## config.mk

```make
export PLATFORM = sky130hd
export DESIGN_NAME = display_rail_sequencer
export DESIGN_NICKNAME = d
export VERILOG_FILES = /design/src/core/rail_pkg.sv /design/src/core/display_rail_sequencer.sv
export SDC_FILE = /design/constraint.sdc
export NUM_CORES = 1
export LEC_CHECK = 0
export BUFFER_PORTS_ARGS = -buffer_cell sky130_fd_sc_hd__buf_2
export CAP_MARGIN = 5
export CORE_UTILIZATION = 30
export DETAILED_ROUTE_END_ITERATION = 10
export GPL_TIMING_DRIVEN = 1
export PLACE_DENSITY_LB_ADDON = 0.12
export SETUP_SLACK_MARGIN = 0.2
export SYNTH_ARGS = -nofsm -noshare
export SYNTH_HDL_FRONTEND = slang
export SYNTH_SLANG_ARGS = --single-unit
export TNS_END_PERCENT = 10
```

## constraint.sdc

```tcl
create_clock -name clock -period 171.2 [get_ports clock]
set_input_delay 25.68 -clock clock [delete_from_list [all_inputs] [get_ports clock]]
set_output_delay 25.68 -clock clock [all_outputs]
set_load 0.02 [all_outputs]
```

## src/core/rail_pkg.sv

```systemverilog
// constants and types shared by the display rail sequencer
package rail_pkg;
  // register offsets; only the thermal reading offset is fixed by the part
  localparam logic [7:0] A_CTRL = 8'h00;
  localparam logic [7:0] A_TEMP = 8'h01;
  localparam logic [7:0] A_ROOM = 8'h02;
  localparam logic [7:0] A_DLSB = 8'h03;
  localparam logic [7:0] A_GAPS = 8'h04;
  localparam logic [7:0] A_LOW = 8'h05;
  localparam logic [7:0] A_HD1 = 8'h06;
  localparam logic [7:0] A_HD2 = 8'h07;
  localparam logic [7:0] A_TLO = 8'h08;
  localparam logic [7:0] A_THI = 8'h09;
  localparam logic [7:0] A_MIN = 8'h0A;
  localparam logic [7:0] A_MAX = 8'h0B;
  localparam logic [7:0] A_CFG = 8'h0C;
  localparam logic [7:0] A_FLT = 8'h0D;
  localparam logic [7:0] A_BURN = 8'h0E;
  // field positions
  localparam int CTRL_START = 0;
  localparam int CTRL_STOP = 1;
  localparam int DL_LSB = 4;
  localparam int DL_COMP = 5;
  localparam int CFG_ISENS = 0;
  // timing
  localparam int CLK_HZ = 20000000;
  localparam int MS_PER_S = 1000;
  localparam int MS_CYC = CLK_HZ / MS_PER_S;
  localparam logic [9:0] CORE_OFF_MS = 10'd200;
  localparam logic [9:0] SAMPLE_MS = 10'd1000;
  localparam logic [9:0] OFF_MIN_MS = 10'd1;
  localparam logic [2:0] ILIM_MS = 3'd4;
  typedef enum logic [2:0] {
    IDLE = 3'b000, ON_RUN = 3'b001, ON_HOLD = 3'b010,
    OFF_RUN = 3'b011, CORE_WAIT = 3'b100, SHUT = 3'b101
  } st_e;
  typedef struct packed {
    logic [7:0] room;
    logic lsb;
    logic comp;
    logic [3:0] g1;
    logic [3:0] g2;
    logic [3:0] g3;
    logic [4:0] lo;
    logic [2:0] seq;
    logic [4:0] h1;
    logic [4:0] h2;
    logic [7:0] tlo;
    logic [7:0] thi;
    logic [7:0] vmin;
    logic [7:0] vmax;
    logic isens;
  } cfg_s;
  localparam cfg_s CFG_RST = '{room: 8'h00, lsb: 1'b0, comp: 1'b0, g1: 4'h0, g2: 4'h0,
    g3: 4'h0, lo: 5'h00, seq: 3'h2, h1: 5'h00, h2: 5'h00, tlo: 8'h00, thi: 8'hFF,
    vmin: 8'h00, vmax: 8'hFF, isens: 1'b0};
endpackage : rail_pkg

```

## src/core/display_rail_sequencer.sv

```systemverilog
// display rail sequencer: rail order, common level code, compensation
`timescale 1ns/1ns
`default_nettype none
module display_rail_sequencer import rail_pkg::*; #(
  parameter int MS_CYCLES = MS_CYC
) (
  // clock and control
  input wire logic clock,
  input wire logic rst,
  input wire logic ce,
  // pins and analog status
  input wire logic enable_pin,
  input wire logic alone_pin,
  input wire logic vcom_dev,
  input wire logic vcom_ilim,
  input wire logic [7:0] adc_code,
  // register port
  input wire logic reg_wr,
  input wire logic reg_rd,
  input wire logic [7:0] reg_addr,
  input wire logic [7:0] reg_wdata,
  output logic [7:0] reg_rdata,
  output logic reg_nack,
  // rails and analog controls
  output logic pos_src_en,
  output logic neg_src_en,
  output logic gate_off_en,
  output logic gate_on_en,
  output logic vcom_en,
  output logic [8:0] vcom_code,
  output logic core_regulator,
  output logic int_sensor,
  output logic burn_pulse
);
  ////////////////////////////////////////////////////////////////////////////
  function automatic logic [4:0] rails_upto(input logic [2:0] s, input logic [2:0] n);
    logic [19:0] t;
    logic [4:0] r;
    r = 5'h00;
    case (s)
      3'h0: t = {5'h18, 5'h04, 5'h02, 5'h01};
      3'h1: t = {5'h14, 5'h08, 5'h02, 5'h01};
      3'h2: t = {5'h18, 5'h04, 5'h01, 5'h02};
      3'h3: t = {5'h14, 5'h08, 5'h01, 5'h02};
      3'h4: t = {5'h18, 5'h01, 5'h04, 5'h02};
      3'h5: t = {5'h11, 5'h02, 5'h08, 5'h04};
      3'h6: t = {5'h00, 5'h18, 5'h04, 5'h03};
      default: t = {5'h00, 5'h14, 5'h08, 5'h03};
    endcase
    for (int i = 0; i < 4; i++) begin
      if (3'(i) < n) r = r | t[i*5 +: 5];
    end
    return r;
  endfunction : rails_upto

  function automatic logic [9:0] gap_sel(input cfg_s c, input logic [2:0] i);
    case (i)
      3'h1: return {6'h00, c.g1};
      3'h2: return {6'h00, c.g2};
      3'h3: return {6'h00, c.g3};
      default: return 10'h000;
    endcase
  endfunction : gap_sel

  function automatic logic [8:0] comp_of(input cfg_s c, input logic [7:0] t);
    int d;
    int v;
    if (t <= c.tlo) d = -int'(c.lo);
    else if (t >= c.thi) begin
      if (c.thi == 8'hFF) d = int'(c.h1);
      else d = int'(c.h1) + int'(c.h2) * int'(t - c.thi) / (255 - int'(c.thi));
    end else begin
      d = -int'(c.lo) + (int'(c.lo) + int'(c.h1)) * int'(t - c.tlo)
        / int'(c.thi - c.tlo);
    end
    v = int'({c.room, c.lsb}) + d;
    if (v < 0) return 9'h000;
    if (v > 511) return 9'h1FF;
    return 9'(v);
  endfunction : comp_of

  ////////////////////////////////////////////////////////////////////////////
  // pin synchronisers: {ilim, dev, alone, enable}
  logic [3:0] s0, s1, s2, pf, pq;
  logic [3:0] next_pf;
  always_comb begin
    next_pf = (~(s1 ^ s2) & s2) | ((s1 ^ s2) & pf);
  end
  always_ff @(posedge clock) begin
    if (rst) begin
      s0 <= 4'h0;
      s1 <= 4'h0;
      s2 <= 4'h0;
      pf <= 4'h0;
      pq <= 4'h0;
    end else if (ce) begin
      s0 <= {vcom_ilim, vcom_dev, alone_pin, enable_pin};
      s1 <= s0;
      s2 <= s1;
      pf <= next_pf;
      pq <= pf;
    end
  end
  logic en_rise, en_fall;
  assign en_rise = pf[0] & ~pq[0];
  assign en_fall = ~pf[0] & pq[0];

  ////////////////////////////////////////////////////////////////////////////
  // register file
  cfg_s cfg, next_cfg;
  logic fault, next_fault, next_burn, trip;
  logic [7:0] next_rdata, thermal_reading;
  logic [4:0] rails;
  st_e st, next_st;
  logic wr_room;
  assign wr_room = reg_wr && reg_addr == A_ROOM;
  assign reg_nack = wr_room && !cfg.comp
    && (reg_wdata < cfg.vmin || reg_wdata > cfg.vmax);
  always_comb begin
    next_cfg = cfg;
    next_burn = reg_wr && reg_addr == A_BURN;
    next_rdata = reg_rdata;
    if (wr_room && !reg_nack) next_cfg.room = reg_wdata;
    if (reg_wr) begin
      case (reg_addr)
        A_DLSB: begin
          next_cfg.g3 = reg_wdata[3:0];
          next_cfg.lsb = reg_wdata[DL_LSB];
          next_cfg.comp = reg_wdata[DL_COMP];
        end
        A_GAPS: {next_cfg.g2, next_cfg.g1} = reg_wdata;
        A_LOW: {next_cfg.seq, next_cfg.lo} = reg_wdata;
        A_HD1: next_cfg.h1 = reg_wdata[4:0];
        A_HD2: next_cfg.h2 = reg_wdata[4:0];
        A_TLO: next_cfg.tlo = reg_wdata;
        A_THI: next_cfg.thi = reg_wdata;
        A_MIN: next_cfg.vmin = reg_wdata;
        A_MAX: next_cfg.vmax = reg_wdata;
        A_CFG: next_cfg.isens = reg_wdata[CFG_ISENS];
        default: next_cfg = next_cfg;
      endcase
    end
    if (reg_rd) begin
      case (reg_addr)
        A_CTRL: next_rdata = {5'h00, st};
        A_TEMP: next_rdata = thermal_reading;
        A_ROOM: next_rdata = cfg.room;
        A_DLSB: next_rdata = {2'h0, cfg.comp, cfg.lsb, cfg.g3};
        A_GAPS: next_rdata = {cfg.g2, cfg.g1};
        A_LOW: next_rdata = {cfg.seq, cfg.lo};
        A_HD1: next_rdata = {3'h0, cfg.h1};
        A_HD2: next_rdata = {3'h0, cfg.h2};
        A_TLO: next_rdata = cfg.tlo;
        A_THI: next_rdata = cfg.thi;
        A_MIN: next_rdata = cfg.vmin;
        A_MAX: next_rdata = cfg.vmax;
        A_CFG: next_rdata = {7'h00, cfg.isens};
        A_FLT: next_rdata = {7'h00, fault};
        default: next_rdata = 8'h00;
      endcase
    end
    // set beats the read-clear; deviation is not monitored in the off sequence, current limit trip is
    next_fault = trip || (pf[2] && rails[4] && st != OFF_RUN)
      || (fault && !(reg_rd && reg_addr == A_FLT));
  end
  always_ff @(posedge clock) begin
    if (rst) begin
      cfg <= CFG_RST;
      fault <= 1'b0;
      reg_rdata <= 8'h00;
      burn_pulse <= 1'b0;
    end else if (ce) begin
      cfg <= next_cfg;
      fault <= next_fault;
      reg_rdata <= next_rdata;
      burn_pulse <= next_burn;
    end
  end
  assign int_sensor = cfg.isens;

  ////////////////////////////////////////////////////////////////////////////
  // power sequencer
  cfg_s cap, next_cap;
  logic [2:0] level, next_level, nsteps, ilc, next_ilc;
  logic [9:0] cnt, next_cnt;
  logic [14:0] pre, next_pre;
  logic [4:0] next_rails;
  logic tick, go, ld, start_req, stop_req;
  assign nsteps = cap.seq[2:1] == 2'b11 ? 3'd3 : 3'd4;
  assign tick = pre == 15'(MS_CYCLES - 1);
  assign start_req = (reg_wr && reg_addr == A_CTRL && reg_wdata[CTRL_START])
    || (pf[1] && en_rise);
  assign stop_req = (reg_wr && reg_addr == A_CTRL && reg_wdata[CTRL_STOP]) || en_fall;
  assign trip = pf[3] && ilc == ILIM_MS;
  always_comb begin
    next_st = st;
    next_level = level;
    next_cap = cap;
    next_cnt = cnt - {9'h000, tick && cnt != 10'h000};
    go = 1'b0;
    ld = 1'b0;
    next_ilc = !pf[3] ? 3'd0 : ilc + {2'b00, tick && ilc != ILIM_MS};
    case (st)
      IDLE: go = start_req;
      ON_RUN, ON_HOLD: begin
        if (stop_req) begin
          next_st = OFF_RUN;
          next_cnt = 10'h000;
        end else if (level == nsteps) next_st = ON_HOLD;
        else if (cnt == 10'h000) begin
          next_level = level + 3'd1;
          next_cnt = gap_sel(cap, level + 3'd1);
          ld = 1'b1;
        end
      end
      OFF_RUN: begin
        if (level == 3'd0) begin
          next_st = CORE_WAIT;
          next_cnt = CORE_OFF_MS;
          ld = 1'b1;
        end else if (cnt == 10'h000) begin
          next_level = level - 3'd1;
          next_cnt = gap_sel(cap, level - 3'd1 + 3'd4 - nsteps);
          if (next_cnt == 10'h000) next_cnt = OFF_MIN_MS;
          ld = 1'b1;
        end
      end
      CORE_WAIT: if (cnt == 10'h000) next_st = SHUT;
      SHUT: begin
        if (en_rise) begin
          next_st = IDLE;
          go = pf[1];
        end
      end
      default: next_st = IDLE;
    endcase
    if (go) begin
      next_cap = cfg;
      next_level = 3'd1;
      next_cnt = {6'h00, cfg.g1};
      next_st = ON_RUN;
      ld = 1'b1;
    end
    if (trip) begin
      next_level = 3'd0;
      next_st = IDLE;
      next_ilc = 3'd0;
    end
    next_pre = (ld || tick) ? 15'h0000 : pre + 15'h0001;
    next_rails = rails_upto(next_cap.seq, next_level);
  end
  always_ff @(posedge clock) begin
    if (rst) begin
      st <= IDLE;
      level <= 3'd0;
      cap <= CFG_RST;
      cnt <= 10'h000;
      pre <= 15'h0000;
      ilc <= 3'd0;
      rails <= 5'h00;
    end else if (ce) begin
      st <= next_st;
      level <= next_level;
      cap <= next_cap;
      cnt <= next_cnt;
      pre <= next_pre;
      ilc <= next_ilc;
      rails <= next_rails;
    end
  end
  assign {vcom_en, gate_on_en, gate_off_en, neg_src_en, pos_src_en} = rails;
  assign core_regulator = st != SHUT;

  ////////////////////////////////////////////////////////////////////////////
  // temperature compensation, free millisecond base so sequencing never skews it
  logic [14:0] fpre, next_fpre;
  logic [9:0] sc, next_sc;
  logic [8:0] comp_code, next_comp, next_vcom;
  logic [7:0] next_therm;
  logic cvalid, next_cvalid, ftick, sample;
  assign ftick = fpre == 15'(MS_CYCLES - 1);
  assign sample = cfg.comp && ftick && sc == SAMPLE_MS - 10'd1;
  always_comb begin
    next_fpre = ftick ? 15'h0000 : fpre + 15'h0001;
    next_sc = !cfg.comp || sample ? 10'h000 : sc + {9'h000, ftick};
    next_therm = sample ? adc_code : thermal_reading;
    next_comp = sample ? comp_of(cfg, adc_code) : comp_code;
    next_cvalid = (cvalid || sample) && cfg.comp && st != SHUT;
    // code to volts is linear: code * 6.83 mV - 2.49 V
    next_vcom = (cvalid && cfg.comp) ? comp_code : {cfg.room, cfg.lsb};
  end
  always_ff @(posedge clock) begin
    if (rst) begin
      fpre <= 15'h0000;
      sc <= 10'h000;
      thermal_reading <= 8'h00;
      comp_code <= 9'h000;
      cvalid <= 1'b0;
      vcom_code <= 9'h000;
    end else if (ce) begin
      fpre <= next_fpre;
      sc <= next_sc;
      thermal_reading <= next_therm;
      comp_code <= next_comp;
      cvalid <= next_cvalid;
      vcom_code <= next_vcom;
    end
  end
endmodule : display_rail_sequencer
`default_nettype wire

```

Word level (Yosys, flattened, before mapping)

Cells that the tools add are included.

Register bits: 249
Word-level logic and storage cells: 252

Add/sub/neg operators: 18
Multipliers: 2
Divide/modulo/power cells: 2
Order comparisons: 10
Equal/unequal tests: 46
Muxes and demuxes: 62
Bitwise operators: 12
Reductions and logical operators: 54

Operators by type and width:

| cell                  | count |
|---|---|
| $pmux 20 s7           | 1 |
| $pmux 8 s14           | 1 |
| $mux 10               | 11 |
| $mux 32               | 3 |
| $div 32x32->32        | 2 |
| $eq 8x4->1 const B    | 7 |
| $mux 3                | 17 |
| $mux 46               | 1 |
| $mux 9                | 5 |
| $add 10x32->32        | 1 |
| $add 32x32->32        | 1 |
| $add 6x32->32         | 1 |
| $eq 8x3->1 const B    | 4 |
| $gt 32x10->1 const B  | 1 |
| $lt 32x1->1 const B   | 1 |
| $neg 5->32            | 1 |
| $add 15x1->15 const B | 2 |
| $eq 15x15->1 const B  | 2 |
| $mux 15               | 2 |
| $reduce_and 3->1      | 10 |
| $sub 8x8->9           | 3 |
| $eq 3x2->1 const B    | 8 |
| $pmux 4 s3            | 2 |
| $logic_and 1x1->1     | 21 |
| other kinds (52)      | 98 |

Longest topological paths before layout

Depth after elaboration: 16
Gate-level depth with buffers: 722

Least setup slack after synthesis

Ideal clock, no wire load.

Path kind: input-to-reg
Start: input adc_code[1]
End: register comp_code[0]
Setup time: 0.058 ns
Data arrival time: 137.639 ns
Data required time: 171.142 ns
Slack: 33.503 ns
Stages on the path: 671
Path buffers: 33
Cell sequence: ha_1 > nor2b_1 > o21ai_0 > nand2b_1 > a21o_1 > a21o_1 > xnor2_1 > nor2_1 > fa_1 > inv_1 > fa_1 > inv_1 > fa_1 > inv_1 > fa_1 > inv_1 > ha_1 > a21oi_1 > [... 635 more ...] > o21bai_1 > a21oi_1 > o21bai_1 > a21oi_1 > nor2b_1 > o21a_1 > o21ai_0 > nand2b_1 > a21oi_1 > xnor2_1 > a21oi_1 > o32a_1 > a21oi_1 > nor4b_1 > xnor2_1 > nand2_1 > a311oi_1 > a21o_1

Cells in the longest elaborated chain, start to end: 13

RTL lines:

| item                 | line                          | source |
|---|---|---|
| start, declared      | display_rail_sequencer.sv:16  | `input wire logic [7:0] adc_code,` |
| $sub 8x8->9          | display_rail_sequencer.sv:71  | `else d = int'(c.h1) + int'(c.h2) * int'(t - c.thi) / (255 - int'(c.thi));` |
| $mul 6x9->15         | display_rail_sequencer.sv:71  |  |
| $div 32x32->32       | display_rail_sequencer.sv:71  |  |
| $add 6x32->32        | display_rail_sequencer.sv:71  |  |
| $mux 32              | display_rail_sequencer.sv:70  | `if (c.thi == 8'hFF) d = int'(c.h1);` |
| $mux 32              | display_rail_sequencer.sv:69  | `else if (t >= c.thi) begin` |
| $mux 32 *            | display_rail_sequencer.sv:68  | `if (t <= c.tlo) d = -int'(c.lo);` |
| $add 10x32->32 *     | display_rail_sequencer.sv:76  | `v = int'({c.room, c.lsb}) + d;` |
| $gt 32x10->1         | display_rail_sequencer.sv:78  | `if (v > 511) return 9'h1FF;` |
| $mux 1 (2 in series) | display_rail_sequencer.sv:78  |  |
| $mux 9               | display_rail_sequencer.sv:79  | `return 9'(v);` |
| $mux 9 *             | display_rail_sequencer.sv:78  |  |
| end signal, assigned | display_rail_sequencer.sv:304 | `comp_code <= next_comp;` |
| end, declared        | display_rail_sequencer.sv:278 | `logic [8:0] comp_code, next_comp, next_vcom;` |

Mark *: on every way between the ends. The rest lies on a longest branch, timed or not. The select of a mux whose other input is x is not followed.
A chain may end at the register's enable or synchronous reset.

Worst setup path after layout

Start: input adc_code[1]
End: register comp_code[3]

The elaborated chain is that of the path after synthesis.

==> flow_metrics.env <==
export IMPL_drive_gt1_share_pct=7.00
export IMPL_cts_tree="yes"
export IMPL_gp_congestion=0.891
export IMPL_drv_cap=0
export IMPL_ant_nets=0
export IMPL_clock_latency_ns=0.52
export IMPL_synth_seq_cells=206
export IMPL_synth_area_top_cells="ha_1 19%, dfxtp_1 6.9%, o21a_1 6.5%"
export IMPL_relSlewSlack_pct=24.8
export IMPL_grt_max_degree=101
export IMPL_rsz0062_at_grt="false"
export IMPL_grt_antenna_before_repair=2
export IMPL_dr_first_iter_drc_count=3380
export IMPL_postCtsResizedCells=0
export IMPL_dieArea_um2=202000
export IMPL_synthesis_area_um2=59900
export IMPL_drt_pre_antenna_iters=6
export IMPL_nets=9491
export IMPL_final_setup_skew_ns=0.0135
export IMPL_synth_edf_count=0
export IMPL_clk_path_buf_depth=3
export IMPL_cp_arrival_ns=146.85
export IMPL_cts_root_buf="clkbuf_16"
export IMPL_die_height_um=449
export IMPL_drc=0
export IMPL_die_x_um=449
export IMPL_grt_first_pass_wirelength_um=315000
export IMPL_finalMaxSlewViolations=0
export IMPL_ios=59
export IMPL_critPathLaunchType="primary input"
export IMPL_timing_fmax_mhz=6.83
export IMPL_avgRoutedWirePerCell_um=17.8
export IMPL_hold_path_class="flip-flop to flip-flop"
export IMPL_grt_pass1_vias=57300
export IMPL_grt_usage_pct=18.8
export IMPL_cts_hold_buffers=0
export IMPL_crit_top_cell="o21a_1"
export IMPL_crit_family="compound AO/OA/AOI/OAI gates"
export IMPL_wirelength_um=198000
export IMPL_worst_pin_slew_ns=1.13
export IMPL_max_stage_delay_ns=0.82
export IMPL_synth_warnings=0
export IMPL_rows=163
export IMPL_yosysSeqAreaShare_pct=6.88
export IMPL_yosysMostFrequentCell="ha_1"
export IMPL_core_area_um2=198000
export IMPL_status="completed"
export IMPL_critPathSlowestCell="nor4_1"
export IMPL_path_max_fanout=61
export IMPL_tns_ns=0
export IMPL_yosysTopAreaCellShare_pct=19.4
export IMPL_nFillCells=21400
export IMPL_setup_violations=0
export IMPL_routed_via_count=60300
export IMPL_numClockSinks=206
export IMPL_required_ns=171.61
export IMPL_hold_viol_final=0
export IMPL_fin_crit_sh_pct=85.5
export IMPL_grt_overflow=0
export IMPL_htree_levels=1
export IMPL_clk_pin_slew_ns=0.06
export IMPL_synth_ff_type="dfxtp_1"
export IMPL_synth_cell_types=166
export IMPL_hpwl_um=162000
export IMPL_min_period_ns=146.44
export IMPL_synth_cells=8247
export IMPL_place_port_buffers=58
export IMPL_cts_setup_buffers=0
export IMPL_viasPerCell=5.42
export IMPL_synthToLayoutAreaGrowth_pct=8.51
export IMPL_cp_end_kind="flip-flop"
export IMPL_multi_input_area_um2=54600
export IMPL_yosysTopAreaCell="ha_1"
export IMPL_avgSynthCellArea_um2=7.27
export IMPL_synthArstFlopShare_pct=0
export IMPL_seq_area_um2=4130
export IMPL_worstSetupPathType="primary input to flip-flop"
export IMPL_synth_common_cells="929 x ha_1, 840 x nand2_1, 817 x nor2_1, 597 x nor3_1, 522 x o21a_1"
export IMPL_path_buf_inv=58
export IMPL_start_util_pct=30.3
export IMPL_cts_made_buffers=24
export IMPL_diodes=0
[registers in the layout (all words and copies together) (netlist names), 4 cells and up, named ones only]
signal / count
fpre: 15
s0: 4
cfg: 72
cnt: 10
s2: 4
s1: 4
cap: 15
reg_rdata: 8
vcom_code: 9
pre: 15
thermal_reading: 8
comp_code: 9
rails: 5
sc: 10
[logic make-up (layout without fill, tap and decap cells)]
| kind of cell | Yosys count | in the layout | share of synthesized area, % |
|---|---|---|---|
| fa+ha+maj | 1005 | 1005 | 21.9 |
| mux | 254 | 254 | 4.67 |
| other cells | 2 | 309 | 0.0125 |
| simple gates | 3266 | 3266 | 26.8 |
| xor+xnor | 466 | 466 | 6.85 |
| buf+inv | 596 | 514 | 4.24 |
| compound gates | 2452 | 2452 | 28.6 |
| flops | 206 | 206 | 6.88 |
[per-stage QoR]
step | cells | instance area, µm² | worst slack [ns] | hold WS [ns] | util (%)
after floorplan | 8554 | 61100 | 33.50 | 0.427 | -
after global placement | 11100 | 64200 | 26.76 | 0.444 | 32.5
after detailed placement | 11100 | 64200 | 24.74 | 0.450 | 32.5
after CTS | 11100 | 65000 | 24.66 | 0.459 | 32.9
after global routing | 11100 | 65000 | 12.94 | 0.473 | 32.9
final | 11100 | 65000 | 24.76 | 0.460 | 32.9
[path summary, 6_finish.rpt]
| check | startpoint | end | slack, ns | cells after the start |
|---|---|---|---|---|
| max | adc_code[1] | comp_code[3] | 24.76 | 656 |
| min | comp_code[2] | comp_code[2] | 0.46 | 2 |
| min reg2reg | comp_code[2] | comp_code[2] | 0.46 | 2 |
| max reg2reg | cfg[17] | comp_code[3] | 41.13 | 696 |
[layout make-up]
class                           instances  share of cell area [%]
Clock inverter                          9                   0.189
Sequential cell                       206                    6.36
Multi-Input combinational cell       7752                    84.0
Tap cell                             2640                    5.08
Inverter                              333                    1.92
Clock buffer                           34                    1.08
Timing Repair Buffer                  138                    1.38
[per-layer routing]
| metal | vias up | track usage, % | share of wire, % | routed length, µm |
|---|---|---|---|---|
| li1 | 30900 | - | - | - |
| met1 | 28300 | 26.4 | 50 | 99000 |
| met2 | 920 | 32.3 | 46 | 90500 |
| met3 | 176 | 0.574 | 2.3 | 4490 |
| met4 | 0 | 3.09 | 1.8 | 3580 |
| met5 | - | 0 | 0 | 0 |
[placed cells by master (no fill, tap or decap), drive strengths merged, types with 101 or more instances in the layout]
master and count:
nor2 820, nor2b 101, mux2i 107, xor2 176
nand3 158, mux2 144, nand4 132, conb 309
a21o 148, o21a 528, nor3 607, inv 328
o31ai 344, and2 105, a21oi 500, buf 138
ha 929, nand2 842, xnor2 290, dfxtp 206
o21ai 339
[worst register-to-register path: cells and delay by family (launching register included)]
kind,cells,cell delay [ns]
adder cells (fa/ha/maj),35,10.87
XOR/XNOR,3,0.34
multiplexers,8,2.42
flip-flops,1,0.36
AO/OA/AOI/OAI,448,85.91
AND/OR/NAND/NOR,147,20.77
buffers and inverters,55,9.32
Power is not shown: default switching activity piles up to over one toggle a cycle in this logic, so the estimate is an artifact.
